`src/sensor_status_pkg.sv`:
```
`default_nettype none

package sensor_status_pkg;

  // Register offsets on the byte register port.
  localparam logic [6:0] ADDR_MOTION_SRC = 7'h1b;
  localparam logic [6:0] ADDR_KNOCK_SRC = 7'h1c;
  localparam logic [6:0] ADDR_GATED_READY = 7'h1d;
  localparam logic [6:0] ADDR_NEW_DATA = 7'h1e;
  localparam logic [6:0] ADDR_TEMP_LOW = 7'h20;
  localparam logic [6:0] ADDR_TEMP_HIGH = 7'h21;
  localparam logic [6:0] ADDR_ACCEL_X_LOW = 7'h28;
  localparam logic [6:0] ADDR_ACCEL_X_HIGH = 7'h29;
  localparam logic [6:0] ADDR_ACCEL_Y_LOW = 7'h2a;
  localparam logic [6:0] ADDR_ACCEL_Y_HIGH = 7'h2b;
  localparam logic [6:0] ADDR_EMBEDDED_STATUS = 7'h35;
  localparam logic [6:0] ADDR_MACHINE_LOW = 7'h36;
  localparam logic [6:0] ADDR_MACHINE_HIGH = 7'h37;
  localparam logic [6:0] ADDR_LEARNING = 7'h38;
  localparam logic [6:0] ADDR_HUB_STATUS = 7'h39;
  localparam logic [6:0] ADDR_QUEUE_FILL_LOW = 7'h3a;
  localparam logic [6:0] ADDR_QUEUE_FLAGS = 7'h3b;
  localparam logic [6:0] ADDR_TIME_BYTE0 = 7'h40;
  localparam logic [6:0] ADDR_TIME_BYTE3 = 7'h43;
  localparam logic [6:0] ADDR_KNOCK_CONFIG = 7'h56;

  // Writable bits of the knock filter configuration; bits 7 and 1 are reserved.
  localparam logic [7:0] KNOCK_CONFIG_MASK = 8'h7d;
  localparam logic [7:0] KNOCK_CONFIG_RESET = 8'h00;
  localparam int KNOCK_CONFIG_LATCH_BIT = 0;

  // Field positions in the event source registers.
  localparam int MOTION_CHANGE_BIT = 6;
  localparam int MOTION_SLEEP_BIT = 4;
  localparam int MOTION_ANY_BIT = 3;
  localparam int KNOCK_ANY_BIT = 6;
  localparam int KNOCK_SIGN_BIT = 3;
  localparam int NEW_TEMP_BIT = 2;
  localparam int NEW_ACCEL_BIT = 0;
  localparam int GATED_READY_BIT = 7;

  // Output pairs: temperature, X, Y.
  localparam int PAIR_COUNT = 3;
  localparam int PAIR_TEMP = 0;
  localparam int PAIR_X = 1;
  localparam int PAIR_Y = 2;

  // Timestamp tick.
  localparam int CLOCK_PERIOD_NS = 40;
  localparam int TIME_LSB_NS = 25000;
  localparam int TIME_TICK_CYCLES = TIME_LSB_NS / CLOCK_PERIOD_NS;
  localparam logic [9:0] TIME_TICK_LAST = 10'(TIME_TICK_CYCLES - 1);

endpackage : sensor_status_pkg

`default_nettype wire

```
`src/sensor_status_output_regs.sv`:
```
// Operation
// RULE_01: Motion source reports change, sleep, wake, axes.
// RULE_02: Knock source holds any, single, double flags.
// RULE_03: Knock sign bit: zero positive, one negative.
// RULE_04: Knock source holds per-axis X, Y flags.
// RULE_05: Gated ready set when sample taken gated.
// RULE_06: Gated ready latched or pulsed by config.
// RULE_07: New-data flags for temperature and acceleration.
// RULE_08: Temperature is signed 16 bits, low first.
// RULE_09: X and Y are 16 bits, low first.
// RULE_10: Long counter timeout status bit.
// RULE_11: Sixteen state machine bits over two bytes.
// RULE_12: Eight learning core bits in one byte.
// RULE_13: Single write done after first target write.
// RULE_14: Four target no-acknowledge flags.
// RULE_15: Hub transfer done flag reflects completion.
// RULE_16: Unread count is 10 bits over two registers.
// RULE_17: Threshold flag when count reaches threshold level.
// RULE_18: Overrun flag when queue completely filled.
// RULE_19: Full-soon flag predicts full next period.
// RULE_20: Batch hit flag, cleared on limit read.
// RULE_21: Held overrun copy cleared on flags read.
// RULE_22: 32-bit timestamp, 25 us per count.
// RULE_23: Paired hold blocks update until both read.
// RULE_24: Unused bits zero, read-only writes ignored.
`default_nettype none

module sensor_status_output_regs (
  // Clock and reset.
  input wire logic i_mclk,
  input wire logic i_rst_b,
  // Byte register port.
  input wire logic [6:0] i_reg_addr,
  input wire logic i_reg_rd,
  input wire logic i_reg_wr,
  input wire logic [7:0] i_reg_wdata,
  output logic [7:0] o_reg_rdata,
  output logic o_reg_rvalid,
  // Motion and knock detectors.
  input wire logic i_rest_motion_change_flag,
  input wire logic i_sleep_state,
  input wire logic i_motion_event_flag,
  input wire logic i_motion_event_axis_x,
  input wire logic i_motion_event_axis_y,
  input wire logic i_knock_event_flag,
  input wire logic i_knock_single,
  input wire logic i_knock_double,
  input wire logic i_knock_negative,
  input wire logic i_knock_axis_x,
  input wire logic i_knock_axis_y,
  // Samples and gating.
  input wire logic i_temp_valid,
  input wire logic [15:0] i_temp_sample,
  input wire logic i_accel_valid,
  input wire logic [15:0] i_accel_x_sample,
  input wire logic [15:0] i_accel_y_sample,
  input wire logic i_data_gate_input,
  input wire logic i_ready_pulsed,
  input wire logic i_paired_read_hold,
  // Embedded engines and hub.
  input wire logic i_long_counter_timeout_flag,
  input wire logic [15:0] i_state_machine_irq_bit,
  input wire logic [7:0] i_learning_core_irq_bit,
  input wire logic i_single_write_mode,
  input wire logic i_first_target_write_done,
  input wire logic [3:0] i_target_no_ack_flag,
  input wire logic i_hub_transfer_done,
  // Queue status.
  input wire logic [9:0] i_queue_unread_count,
  input wire logic [9:0] i_queue_threshold_level,
  input wire logic i_queue_completely_full,
  input wire logic i_queue_full_soon_flag,
  input wire logic i_batch_count_hit,
  input wire logic i_batch_count_limit_read,
  // Timestamp.
  input wire logic i_time_count_enable,
  // Gated data ready indication.
  output logic o_gated_data_ready
);

  // Selects one byte of a 16-bit pair by the low address bit.
  function automatic logic [7:0] pick_byte(input logic [15:0] word, input logic high);
    pick_byte = high ? word[15:8] : word[7:0];
  endfunction : pick_byte

  logic [7:0] knock_config_q;
  logic [5:0] motion_q;
  logic [5:0] knock_q;
  logic gated_ready_q;
  logic temp_new_q;
  logic accel_new_q;
  logic [15:0] pair_q [sensor_status_pkg::PAIR_COUNT];
  logic [15:0] pend_q [sensor_status_pkg::PAIR_COUNT];
  logic [sensor_status_pkg::PAIR_COUNT-1:0] pend_valid_q;
  logic [sensor_status_pkg::PAIR_COUNT-1:0] read_lo_q;
  logic [sensor_status_pkg::PAIR_COUNT-1:0] read_hi_q;
  logic long_timeout_q;
  logic [15:0] machine_q;
  logic [7:0] learning_q;
  logic write_done_q;
  logic [3:0] no_ack_q;
  logic hub_done_q;
  logic [9:0] unread_q;
  logic threshold_q;
  logic overrun_q;
  logic full_soon_q;
  logic batch_hit_q;
  logic overrun_held_q;
  logic [31:0] time_q;
  logic [9:0] tick_q;

  // Address decode of reads that clear flags or advance the paired hold.
  wire rd_motion = i_reg_rd && (i_reg_addr == sensor_status_pkg::ADDR_MOTION_SRC);
  wire rd_knock = i_reg_rd && (i_reg_addr == sensor_status_pkg::ADDR_KNOCK_SRC);
  wire rd_gated = i_reg_rd && (i_reg_addr == sensor_status_pkg::ADDR_GATED_READY);
  wire rd_temp_hi = i_reg_rd && (i_reg_addr == sensor_status_pkg::ADDR_TEMP_HIGH);
  wire rd_accel_y_hi = i_reg_rd && (i_reg_addr == sensor_status_pkg::ADDR_ACCEL_Y_HIGH);
  wire rd_queue_flags = i_reg_rd && (i_reg_addr == sensor_status_pkg::ADDR_QUEUE_FLAGS);
  wire wr_knock_config = i_reg_wr && (i_reg_addr == sensor_status_pkg::ADDR_KNOCK_CONFIG);
  wire latch_mode = knock_config_q[sensor_status_pkg::KNOCK_CONFIG_LATCH_BIT];
  wire gated_sample = i_accel_valid && i_data_gate_input;
  wire time_tick = i_time_count_enable && (tick_q == sensor_status_pkg::TIME_TICK_LAST);

  // Detector inputs in register bit order; bit 0 and unused bits stay zero.
  // RULE_01 motion source fields
  wire [5:0] motion_in = {i_rest_motion_change_flag, 1'b0, i_sleep_state,
                          i_motion_event_flag, i_motion_event_axis_x, i_motion_event_axis_y};
  // RULE_02 knock kind flags
  // RULE_03 knock sign bit
  // RULE_04 knock axis flags
  wire [5:0] knock_in = {i_knock_event_flag, i_knock_single, i_knock_double,
                         i_knock_negative, i_knock_axis_x, i_knock_axis_y};

  // Per pair: which byte is read now, samples arriving, and the hold state.
  wire [sensor_status_pkg::PAIR_COUNT-1:0] rd_lo = {
    i_reg_rd && (i_reg_addr == sensor_status_pkg::ADDR_ACCEL_Y_LOW),
    i_reg_rd && (i_reg_addr == sensor_status_pkg::ADDR_ACCEL_X_LOW),
    i_reg_rd && (i_reg_addr == sensor_status_pkg::ADDR_TEMP_LOW)};
  wire [sensor_status_pkg::PAIR_COUNT-1:0] rd_hi = {
    rd_accel_y_hi,
    i_reg_rd && (i_reg_addr == sensor_status_pkg::ADDR_ACCEL_X_HIGH),
    rd_temp_hi};
  wire [sensor_status_pkg::PAIR_COUNT-1:0] sample_in = {i_accel_valid, i_accel_valid,
                                                        i_temp_valid};
  wire [sensor_status_pkg::PAIR_COUNT-1:0] read_lo_n = read_lo_q | rd_lo;
  wire [sensor_status_pkg::PAIR_COUNT-1:0] read_hi_n = read_hi_q | rd_hi;
  // RULE_23 hold while half read
  wire [sensor_status_pkg::PAIR_COUNT-1:0] pair_locked =
    {sensor_status_pkg::PAIR_COUNT{i_paired_read_hold}} & (read_lo_n ^ read_hi_n);
  wire [15:0] sample_data [sensor_status_pkg::PAIR_COUNT];
  assign sample_data[sensor_status_pkg::PAIR_TEMP] = i_temp_sample;
  assign sample_data[sensor_status_pkg::PAIR_X] = i_accel_x_sample;
  assign sample_data[sensor_status_pkg::PAIR_Y] = i_accel_y_sample;

  // Read multiplexer; every unmapped address and reserved bit reads zero.
  logic [7:0] read_mux;
  always_comb begin
    read_mux = 8'h00;
    // RULE_24 unused bits zero
    case (i_reg_addr)
      sensor_status_pkg::ADDR_MOTION_SRC: read_mux = {1'b0, motion_q, 1'b0};
      sensor_status_pkg::ADDR_KNOCK_SRC: read_mux = {1'b0, knock_q, 1'b0};
      sensor_status_pkg::ADDR_GATED_READY: read_mux = {gated_ready_q, 7'h00};
      sensor_status_pkg::ADDR_NEW_DATA: read_mux = {5'h00, temp_new_q, 1'b0, accel_new_q};
      // RULE_08 temperature byte order
      sensor_status_pkg::ADDR_TEMP_LOW,
      sensor_status_pkg::ADDR_TEMP_HIGH:
        read_mux = pick_byte(pair_q[sensor_status_pkg::PAIR_TEMP], i_reg_addr[0]);
      // RULE_09 acceleration byte order
      sensor_status_pkg::ADDR_ACCEL_X_LOW,
      sensor_status_pkg::ADDR_ACCEL_X_HIGH:
        read_mux = pick_byte(pair_q[sensor_status_pkg::PAIR_X], i_reg_addr[0]);
      sensor_status_pkg::ADDR_ACCEL_Y_LOW,
      sensor_status_pkg::ADDR_ACCEL_Y_HIGH:
        read_mux = pick_byte(pair_q[sensor_status_pkg::PAIR_Y], i_reg_addr[0]);
      // RULE_10 timeout status bit
      sensor_status_pkg::ADDR_EMBEDDED_STATUS: read_mux = {long_timeout_q, 7'h00};
      // RULE_11 machine status bytes
      sensor_status_pkg::ADDR_MACHINE_LOW: read_mux = machine_q[7:0];
      sensor_status_pkg::ADDR_MACHINE_HIGH: read_mux = machine_q[15:8];
      // RULE_12 learning core byte
      sensor_status_pkg::ADDR_LEARNING: read_mux = learning_q;
      sensor_status_pkg::ADDR_HUB_STATUS: read_mux = {write_done_q, no_ack_q, 2'b00, hub_done_q};
      // RULE_16 unread count split
      sensor_status_pkg::ADDR_QUEUE_FILL_LOW: read_mux = unread_q[7:0];
      sensor_status_pkg::ADDR_QUEUE_FLAGS:
        read_mux = {threshold_q, overrun_q, full_soon_q, batch_hit_q, overrun_held_q,
                    1'b0, unread_q[9:8]};
      // RULE_22 timestamp bytes ascending
      sensor_status_pkg::ADDR_TIME_BYTE0: read_mux = time_q[7:0];
      7'h41: read_mux = time_q[15:8];
      7'h42: read_mux = time_q[23:16];
      sensor_status_pkg::ADDR_TIME_BYTE3: read_mux = time_q[31:24];
      sensor_status_pkg::ADDR_KNOCK_CONFIG: read_mux = knock_config_q;
      default: read_mux = 8'h00;
    endcase
  end

  // Read data is registered, answering one cycle after the strobe.
  always_ff @(posedge i_mclk or negedge i_rst_b) begin
    if (!i_rst_b) begin
      o_reg_rdata <= 8'h00;
      o_reg_rvalid <= 1'b0;
    end else begin
      o_reg_rvalid <= i_reg_rd;
      o_reg_rdata <= i_reg_rd ? read_mux : 8'h00;
    end
  end

  // Only the configuration register takes writes; reserved bits stay zero.
  always_ff @(posedge i_mclk or negedge i_rst_b) begin
    if (!i_rst_b) begin
      knock_config_q <= sensor_status_pkg::KNOCK_CONFIG_RESET;
    end else if (wr_knock_config) begin
      // RULE_24 reserved bits dropped
      knock_config_q <= i_reg_wdata & sensor_status_pkg::KNOCK_CONFIG_MASK;
    end
  end

  // Event sources follow the detectors, or latch until read in latch mode.
  // The sleep state is a level and is never latched. A new event in the
  // clearing read cycle survives because the set is ORed in last.
  always_ff @(posedge i_mclk or negedge i_rst_b) begin
    if (!i_rst_b) begin
      motion_q <= 6'h00;
      knock_q <= 6'h00;
    end else if (latch_mode) begin
      // RULE_01 latched motion flags
      motion_q <= ((rd_motion ? 6'h00 : motion_q) | motion_in) & 6'h37 | (motion_in & 6'h08);
      // RULE_02 latched knock flags
      knock_q <= (rd_knock ? 6'h00 : knock_q) | knock_in;
    end else begin
      motion_q <= motion_in;
      knock_q <= knock_in;
    end
  end

  // Gated ready: a one-cycle pulse, or held until the register is read.
  always_ff @(posedge i_mclk or negedge i_rst_b) begin
    if (!i_rst_b) begin
      gated_ready_q <= 1'b0;
      o_gated_data_ready <= 1'b0;
    end else begin
      // RULE_05 set on gated sample
      // RULE_06 pulse or latch
      if (i_ready_pulsed) begin
        gated_ready_q <= gated_sample;
        o_gated_data_ready <= gated_sample;
      end else begin
        gated_ready_q <= gated_sample || (gated_ready_q && !rd_gated);
        o_gated_data_ready <= gated_sample || (gated_ready_q && !rd_gated);
      end
    end
  end

  // New-data flags clear on reading the last byte of their output.
  always_ff @(posedge i_mclk or negedge i_rst_b) begin
    if (!i_rst_b) begin
      temp_new_q <= 1'b0;
      accel_new_q <= 1'b0;
    end else begin
      // RULE_07 new data flags
      temp_new_q <= i_temp_valid || (temp_new_q && !rd_temp_hi);
      accel_new_q <= i_accel_valid || (accel_new_q && !rd_accel_y_hi);
    end
  end

  // Output pairs. A sample that arrives while a pair is half read waits in
  // a one-deep pending slot; only the newest waiting sample is kept.
  always_ff @(posedge i_mclk or negedge i_rst_b) begin
    if (!i_rst_b) begin
      for (int k = 0; k < sensor_status_pkg::PAIR_COUNT; k++) begin
        pair_q[k] <= 16'h0000;
        pend_q[k] <= 16'h0000;
      end
      pend_valid_q <= '0;
      read_lo_q <= '0;
      read_hi_q <= '0;
    end else begin
      for (int k = 0; k < sensor_status_pkg::PAIR_COUNT; k++) begin
        // RULE_23 track byte reads
        if (i_paired_read_hold && (read_lo_n[k] ^ read_hi_n[k])) begin
          read_lo_q[k] <= read_lo_n[k];
          read_hi_q[k] <= read_hi_n[k];
        end else begin
          read_lo_q[k] <= 1'b0;
          read_hi_q[k] <= 1'b0;
        end
        // RULE_23 deferred update
        if (pair_locked[k]) begin
          if (sample_in[k]) begin
            pend_q[k] <= sample_data[k];
            pend_valid_q[k] <= 1'b1;
          end
        end else if (sample_in[k]) begin
          pair_q[k] <= sample_data[k];
          pend_valid_q[k] <= 1'b0;
        end else if (pend_valid_q[k]) begin
          pair_q[k] <= pend_q[k];
          pend_valid_q[k] <= 1'b0;
        end
      end
    end
  end

  // Embedded engine and hub status, registered from the engines.
  always_ff @(posedge i_mclk or negedge i_rst_b) begin
    if (!i_rst_b) begin
      long_timeout_q <= 1'b0;
      machine_q <= 16'h0000;
      learning_q <= 8'h00;
      write_done_q <= 1'b0;
      no_ack_q <= 4'h0;
      hub_done_q <= 1'b0;
    end else begin
      long_timeout_q <= i_long_counter_timeout_flag;
      machine_q <= i_state_machine_irq_bit;
      learning_q <= i_learning_core_irq_bit;
      // RULE_13 single write done
      write_done_q <= i_single_write_mode && i_first_target_write_done;
      // RULE_14 per-target no acknowledge
      no_ack_q <= i_target_no_ack_flag;
      // RULE_15 hub completion flag
      hub_done_q <= i_hub_transfer_done;
    end
  end

  // Queue status. Batch hit and held overrun are sticky; set beats clear.
  always_ff @(posedge i_mclk or negedge i_rst_b) begin
    if (!i_rst_b) begin
      unread_q <= 10'h000;
      threshold_q <= 1'b0;
      overrun_q <= 1'b0;
      full_soon_q <= 1'b0;
      batch_hit_q <= 1'b0;
      overrun_held_q <= 1'b0;
    end else begin
      unread_q <= i_queue_unread_count;
      // RULE_17 threshold compare
      threshold_q <= (i_queue_unread_count >= i_queue_threshold_level);
      // RULE_18 overrun level
      overrun_q <= i_queue_completely_full;
      // RULE_19 predictive full
      full_soon_q <= i_queue_full_soon_flag;
      // RULE_20 batch hit sticky
      batch_hit_q <= i_batch_count_hit || (batch_hit_q && !i_batch_count_limit_read);
      // RULE_21 held overrun
      overrun_held_q <= i_queue_completely_full || (overrun_held_q && !rd_queue_flags);
    end
  end

  // Timestamp divider and counter; disabling the counter freezes it.
  always_ff @(posedge i_mclk or negedge i_rst_b) begin
    if (!i_rst_b) begin
      tick_q <= 10'h000;
      time_q <= 32'h0000_0000;
    end else if (i_time_count_enable) begin
      // RULE_22 one count per tick
      tick_q <= time_tick ? 10'h000 : tick_q + 10'h001;
      if (time_tick) begin
        time_q <= time_q + 32'h0000_0001;
      end
    end
  end

  // Checks next to the logic they guard.
  AST_KNOCK_SIGN: assert property (@(posedge i_mclk) disable iff (!i_rst_b) // RULE_03
    !latch_mode |=> knock_q[sensor_status_pkg::KNOCK_SIGN_BIT-1] == $past(i_knock_negative))
    else $error("Knock sign does not follow detector.");

  AST_MOTION_LATCH: assert property (@(posedge i_mclk) disable iff (!i_rst_b) // RULE_01
    latch_mode && !rd_motion && motion_q[sensor_status_pkg::MOTION_ANY_BIT-1] && !wr_knock_config
    |=> motion_q[sensor_status_pkg::MOTION_ANY_BIT-1])
    else $error("Latched motion flag dropped without read.");

  AST_GATED_PULSE: assert property (@(posedge i_mclk) disable iff (!i_rst_b) // RULE_06
    i_ready_pulsed && gated_sample ##1 i_ready_pulsed && !gated_sample |=> !gated_ready_q)
    else $error("Pulsed gated ready lasted more than one cycle.");

  AST_TEMP_NEW: assert property (@(posedge i_mclk) disable iff (!i_rst_b) // RULE_07
    i_temp_valid |=> temp_new_q ##1 (temp_new_q || $past(rd_temp_hi)))
    else $error("Temperature new flag lost.");

  AST_THRESHOLD: assert property (@(posedge i_mclk) disable iff (!i_rst_b) // RULE_17
    $past(i_rst_b) |->
    threshold_q == ($past(i_queue_unread_count) >= $past(i_queue_threshold_level)))
    else $error("Threshold flag wrong.");

  AST_HELD_OVERRUN: assert property (@(posedge i_mclk) disable iff (!i_rst_b) // RULE_21
    i_queue_completely_full |=> overrun_held_q && overrun_q)
    else $error("Overrun not held.");

  AST_BATCH_CLEAR: assert property (@(posedge i_mclk) disable iff (!i_rst_b) // RULE_20
    i_batch_count_limit_read && !i_batch_count_hit |=> !batch_hit_q)
    else $error("Batch flag not cleared on limit read.");

  AST_PAIR_HOLD: assert property (@(posedge i_mclk) disable iff (!i_rst_b) // RULE_23
    pair_locked[sensor_status_pkg::PAIR_X] |=> $stable(pair_q[sensor_status_pkg::PAIR_X]))
    else $error("Half-read pair updated.");

  AST_TIME_STEP: assert property (@(posedge i_mclk) disable iff (!i_rst_b) // RULE_22
    time_tick |=> time_q == $past(time_q) + 32'h0000_0001)
    else $error("Timestamp did not advance on tick.");

  AST_WRITE_DONE: assert property (@(posedge i_mclk) disable iff (!i_rst_b) // RULE_13
    !i_single_write_mode |=> !write_done_q)
    else $error("Write done set outside single write mode.");

  AST_READ_ANSWER: assert property (@(posedge i_mclk) disable iff (!i_rst_b) // RULE_24
    i_reg_rd && (i_reg_addr == sensor_status_pkg::ADDR_GATED_READY)
    |=> o_reg_rvalid && (o_reg_rdata[6:0] == 7'h00))
    else $error("Reserved bits not zero.");

endmodule : sensor_status_output_regs

`default_nettype wire

```
`config.mk`:
```
export PLATFORM = sky130hd
export DESIGN_NAME = sensor_status_output_regs
export DESIGN_NICKNAME = d
export VERILOG_FILES = /design/src/sensor_status_pkg.sv /design/src/sensor_status_output_regs.sv
export SDC_FILE = /design/constraint.sdc
export NUM_CORES = 1
export LEC_CHECK = 0
export BUFFER_PORTS_ARGS = -buffer_cell sky130_fd_sc_hd__buf_2
export CAP_MARGIN = 40
export CORE_ASPECT_RATIO = 1.1
export CORE_MARGIN = 2
export CORE_UTILIZATION = 28
export DETAILED_ROUTE_END_ITERATION = 12
export HOLD_SLACK_MARGIN = 0.05
export SKIP_LAST_GASP = 1
export SYNTH_ARGS = -nofsm -noshare
export SYNTH_HDL_FRONTEND = slang
export SYNTH_SLANG_ARGS = --single-unit
```
`constraint.sdc`:
```
create_clock -name i_mclk -period 2.7 [get_ports i_mclk]
set_input_delay 0.54 -clock i_mclk [delete_from_list [all_inputs] [get_ports i_mclk]]
set_output_delay 0.54 -clock i_mclk [all_outputs]
set_load 0.05 [all_outputs]
```
==> flow_summary_export.csv, run 1 <==
group,metric,value,unit
die,num_io_pins,150,
pwr,pwr-share-seq,47.2,%
sta,finalWorstSetupSlack,527.9,ps
synthesis,ys_types,68,
die,die_w,190.1,um
clock_network,clkSinkCount,222,
drt,drc,0,
synthesis,synth_area_leaders,"dfrtp_1 52%, o22ai_1 4.5%, mux2i_1 2.8%, xnor2_1 2.8%, mux2_2 2.6%",
flow_run,max_cap_violations,0,
sta,report.final.slew_viol_count,0,
die,core_area,37310,sq um
setup_path,path_max_fanout,12,
setup_path,required,3030,ps
synthesis,syn_inst,1023,
clock_network,cts_tree,"yes",
setup_path,timing.critical_path.arrival,2500,ps
final_layout,fillers,3740,
grt,grt_max_degree,77,
sta,post-route-period-util,80.45,%
clock_network,numCtsBuffers,25,
drt,first_iter_violations,777,
die,start_util,28.59,%
setup_path,path_buf_inv,1,
drt,wl_per_cell,19.59,um
sta,worst_pin_slew,954.4,ps
pwr,internal-power,5.858,mW
setup_path,crit_family,"compound AO/OA/AOI/OAI gates",
pwr,power_switching_share,25.38,%
hold_path,min_from,"i_target_no_ack_flag[3]",
synthesis,postSynthAreaPerCell,10.43,sq um
clock_network,path_clk_slew,60,ps
synthesis,ys_async_sr_fraction,100.0,%
drt,met2_length,15.88,mm
drt,route.met3.wl,1.882,mm
synthesis,synth_flop_cell,"dfrtp_1",
final_layout,final_common_cell,"dfrtp_1",
grt,antenna_found_initial,4,
synthesis,synth_largest_area_cell,"dfrtp_1",
sta,final.setup.tns,0,ps
setup_path,reg2reg_from,"tick_q[7]",
synthesis,synth_edf_count,0,
sta,skew,10.26,ps
final_layout,final_cell_mix,"222 x dfrtp_1, 146 x buf_2, 76 x o22ai_1",
pwr,net-switching-power,1.993,mW
final_layout,layout.nets,1353,
sta,setup_viol,0,
hold_path,hold_path_class,"input port to flop",
clock_network,cts_buffer_depth,3,
setup_path,critPathCaptureType,"flop",
drt,drt_pass1_iterations,5,
drt,viasPerCell,5.214,
final_layout,drive_gt1_share,24.79,%
setup_path,critical_path.cell_chain,"buf_2 > nand3b_1 > o21ai_0 > a211o_1 > o41ai_2 > a31oi_1",
drt,antenna_left,0,
grt,grt_pass1_wl,52.50,mm
pwr,power_leakage,6.001,nW
pwr,cellPowerDensity,597.1,nW/um^2
clock_network,clock_latency,520,ps
synthesis,yosysWarningCount,0,
synthesis,syn-num-nets,1176,
setup_path,cp-startpoint,"i_reg_addr[6]",
placement,dpl.hpwl,24.80,mm
synthesis,ys_seq_elements,222,
setup_path,slowest_delay,760,ps
synthesis,yosysTopAreaCellShare,52.08,%
setup_path,cp-start-kind,"input port",
pwr,peakVddDrop,0.3630,mV
pwr,power_frac_clock,41.6,%
grt,first_global_vias,9120,
setup_path,criticalPathCategory,"input port to flop",
clock_network,cts_root_buf,"clkbuf_16",
synthesis,ys_seq_area_share,52.08,%
die,fp-row-count,74,
run_status,outcome,"finished clean",
sta,period_minus_slack,2172,ps
sta,relSlewSlack,35.68,%
setup_path,crit_slowest_cell,"o41ai_2",
grt,grt_overflow,0,
sta,grt_setup_unrepaired,"no",
placement,gp_congestion,0.9587,
grt,track_usage,16.86,%
drt,topRoutingLayerUsed,"met5",
drt,routed_wl,33.50,mm
sta,fmax,0.4604,GHz
placement,post-place-ws,132.1,ps
sta,hold_viol,0,
drt,vias,8916,
clock_network,htree_levels,1,
pwr,pwr-share-comb,11.3,%
drt,drt-met1-wl,14.29,mm
die,die_area,39680,sq um
synthesis,syn_area,10670,sq um
final_layout,area_growth,23.25,%
placement,portBuffers,147,
die,dieHeight,208.7,um
## repair_timing
item / in CTS / in global routing
hold buffers: 1 / 0
gates resized for setup: 0 / 0
buffers inserted: 0 / 0
endpoints found under the hold margin: 48 / 0
## power groups by stage
stage	clock (mW)	combinational [mW]	sequential [mW]
2_1_floorplan	0	0.486	3.71
3_3_place_gp	0	0.866	3.75
3_5_place_dp	0	0.890	3.76
4_1_cts	3.35	0.895	3.70
5_1_grt	3.48	0.984	3.73
6_report	3.26	0.885	3.70
## layout make-up
| type | count | area, sq um | area share (%) |
|---|---|---|---|
| flip-flops and latches | 222 | 5555 | 42.25 |
| well taps | 494 | 618.1 | 4.701 |
| multi-input cells | 672 | 4616 | 35.11 |
| clock inverters | 9 | 100.1 | 0.7613 |
| inverters | 62 | 232.7 | 1.770 |
| clock buffers | 32 | 671.9 | 5.110 |
| repair buffers | 217 | 1349 | 10.26 |
| diodes | 2 | 5.005 | 0.03807 |
## flip-flops by register name, indices dropped and copies added (netlist names), 8 cells and up
name	cells
unread_q	10
machine_q	16
learning_q	8
tick_q	10
pair_q	48
o_reg_rdata	8
pend_q	48
time_q	32
## metrics by stage
stage | hold WS (ps) | cells | utilization, % | cell area (sq um) | power (mW)
final | 123.3 | 1710 | 35.24 | 13150 | 7.850
after global routing | 100.9 | 1710 | 35.24 | 13150 | 8.188
after CTS | 98.28 | 1708 | 35.22 | 13140 | 7.945
after detailed placement | 468.8 | 1666 | 33.13 | 12360 | 4.646
after global placement | 462.5 | 1666 | 33.13 | 12360 | 4.615
after floorplan | 244.4 | 1023 | - | 10670 | 4.196
## worst paths after layout
kind,end,slack [ps],cells past startpoint
worst max-delay path,o_reg_rdata[4],530,6
worst min-delay path,no_ack_q[3],120,1
worst max register to register,time_q[19],610,6
worst min register to register,overrun_held_q,480,1
max in group asynchronous,pend_q[32],1280,3
min in group asynchronous,unread_q[0],620,2
## cell usage after synthesis, types with 24 or more instances
| cell type | count |
|---|---|
| nor2_1 | 50 |
| mux2i_1 | 30 |
| o22ai_1 | 76 |
| dfrtp_1 | 222 |
| nand3_1 | 24 |
| clkbuf_1 | 54 |
| xnor2_1 | 34 |
| mux2_2 | 25 |
| nand2_1 | 71 |
| inv_1 | 60 |
| a21oi_1 | 44 |
| o21ai_0 | 38 |
## routing by layer
| layer | vias up | global-route usage, % |
|---|---|---|
| li1 | 4119 | - |
| met1 | 4419 | 22.17 |
| met2 | 306 | 27.66 |
| met3 | 68 | 2.570 |
| met4 | 4 | 7.030 |
| met5 | - | 0 |
## logic make-up (layout without fill, tap and decap cells)
kind of cell | Yosys count | in the layout | share of synthesized area, %
compound gates | 293 | 293 | 18.81
simple gates | 261 | 261 | 12.68
flops | 222 | 222 | 52.08
buf+inv | 129 | 320 | 4.762
mux | 65 | 65 | 6.861
xor+xnor | 40 | 40 | 3.284
fa+ha+maj | 13 | 13 | 1.525
other cells | 0 | 2 | 0
No activity file was read; power rests on OpenSTA's default activity.
==> inputs of run 2 (changes only) <==
==> constraint.sdc (replaced) <==
create_clock -name i_mclk -period 1.9 [get_ports i_mclk]
set_input_delay 0.38 -clock i_mclk [delete_from_list [all_inputs] [get_ports i_mclk]]
set_output_delay 0.38 -clock i_mclk [all_outputs]
set_load 0.05 [all_outputs]
==> flow_summary_export.csv, run 2 (synthesis results as in run 1) <==
group,metric,value,unit
setup_path,cp-startpoint,"read_hi_q[1]",
hold_path,min_from,"i_reg_wdata[6]",
final_layout,final_common_cell,"dfrtp_1",
drt,first_iter_violations,841,
setup_path,reg2reg_from,"read_hi_q[1]",
setup_path,r2r_cells,6,
sta,final.setup.tns,0,ps
grt,grtUsageMet1,23.50,%
die,fp-row-count,74,
grt,grt_max_degree,47,
sta,worst_pin_slew,613.2,ps
pwr,power_leakage,6.687,nW
clock_network,clock_latency,540,ps
clock_network,htree_levels,1,
placement,dpl.hpwl,26.00,mm
flow_run,max_cap_violations,0,
final_layout,drive_gt1_share,29.75,%
drt,routed_wl,35.48,mm
grt,track_usage,17.86,%
die,dieHeight,208.7,um
setup_path,path_max_fanout,5,
drt,drt_pass1_iterations,5,
clock_network,clkSinkCount,222,
clock_network,numCtsBuffers,24,
die,die_w,190.1,um
setup_path,worst-path-stages,6,
die,die_area,39680,sq um
setup_path,critical_path.cell_chain,"mux2i_1 > nor4_1 > or3_1 > or2_4 > buf_4 > mux2_4",
grt,met2_usage,29.81,%
drt,drc,0,
setup_path,crit_family,"simple AND/OR/NAND/NOR gates",
drt,viasPerCell,5.060,
final_layout,finalNonFillerCells,1854,
run_status,outcome,"finished clean",
final_layout,fillers,3659,
grt,antenna_found_initial,2,
drt,antenna_left,0,
setup_path,criticalPathCategory,"flop to flop",
final_layout,area_growth,35.03,%
pwr,power,11.04,mW
hold_path,hold_path_class,"input port to flop",
clock_network,cts_root_buf,"clkbuf_16",
pwr,cellPowerDensity,766.3,nW/um^2
drt,wl_per_cell,19.14,um
sta,hold_viol,0,
grt,grt_use_met3,1.965,%
clock_network,path_clk_slew,60,ps
setup_path,critPathCaptureType,"flop",
sta,period_minus_slack,1861,ps
clock_network,cts_buffer_depth,3,
pwr,peakVddDrop,0.6934,mV
grt,grt_pass1_wl,55.32,mm
final_layout,reg_top3,"pair_q: 48 flops, pend_q: 48 flops, time_q: 32 flops",
sta,post-route-period-util,97.97,%
setup_path,crit_slowest_cell,"dfrtp_1",
setup_path,required,2310,ps
final_layout,final_cell_mix,"222 x dfrtp_1, 150 x buf_4, 146 x buf_2",
die,core_area,37310,sq um
sta,report.final.slew_viol_count,0,
placement,dp.cells,1753,
setup_path,timing.critical_path.arrival,2270,ps
grt,grt_overflow,0,
placement,portBuffers,147,
setup_path,cp-start-kind,"flop",
clock_network,cts_tree,"yes",
sta,setup_viol,0,
setup_path,slowest_delay,420,ps
die,num_io_pins,150,
grt,grt_busiest_layer,"met2",
setup_path,path_buf_inv,1,
sta,relSlewSlack,58.98,%
grt,first_global_vias,9694,
sta,grt_setup_unrepaired,"yes",
drt,vias,9381,
sta,skew,25.29,ps
final_layout,layout.nets,1498,
die,start_util,28.59,%
sta,fmax,0.5372,GHz
placement,gp_congestion,0.9006,
hold_path,whs_path_depth,2,
[run 2: cell count changes in the layout (fill, tap and decap cells not counted), moves of 3 or more]
| cell | delta |
|---|---|
| nor3_2 | +3 |
| dlygate4sd3_1 | +54 |
| nor3_1 | -4 |
| buf_4 | +87 |
| clkinv_2 | +4 |
| buf_6 | +3 |
[run 2: layout make-up]
class / count / area (sq um) / area share (%)
clock inverters: 10 / 61.31 / 0.4256
diodes: 2 / 5.005 / 0.03474
clock buffers: 29 / 629.4 / 4.369
repair buffers: 363 / 2616 / 18.16
flip-flops and latches: 222 / 5555 / 38.57
inverters: 62 / 232.7 / 1.616
well taps: 494 / 618.1 / 4.291
multi-input cells: 672 / 4687 / 32.54
[run 2: worst paths after layout]
| path | endpoint | slack [ps] |
|---|---|---|
| setup / recovery | pend_q[23] | 40 |
| hold / removal | knock_config_q[6] | 70 |
| setup reg to reg | pend_q[23] | 40 |
| hold reg to reg | temp_new_q | 480 |
| max in group asynchronous | accel_new_q | 930 |
| min in group asynchronous | pend_q[24] | 360 |
[run 2: power breakdown]
| group | switching (mW) | internal (mW) |
|---|---|---|
| Combinational | 0.764 | 0.751 |
| Clock | 1.93 | 2.35 |
| Sequential | 0.223 | 5.03 |
| Total | 2.92 | 8.12 |
[run 2: metal layers]
| metal | routed length, um | share of wire, % |
|---|---|---|
| met5 | 0 | 0 |
| met4 | 1397 | 3.9 |
| met3 | 1583 | 4.5 |
| met2 | 17290 | 49 |
| met1 | 15210 | 43 |
[run 2: timing repair]
item                                   4_1_cts  5_1_grt
endpoints found under the hold margin       92        0
pin swaps                                    1        2
setup endpoints to repair                   12       39
resized for setup                            0       12
buffers inserted                             1        3
gates cloned                                 0        1
hold buffers                                55        0
[run 2: metrics by stage]
stage	worst slack [ps]	cell area, sq um	utilization [%]	hold slack, ps
floorplan	-319.7	10750	-	84.41
global placement	-303.0	13080	35.06	334.9
detailed placement	-325.3	13080	35.06	334.7
CTS	3.940	14330	38.41	52.51
global route	-65.38	14410	38.61	69.51
finish	38.55	14410	38.61	74.04
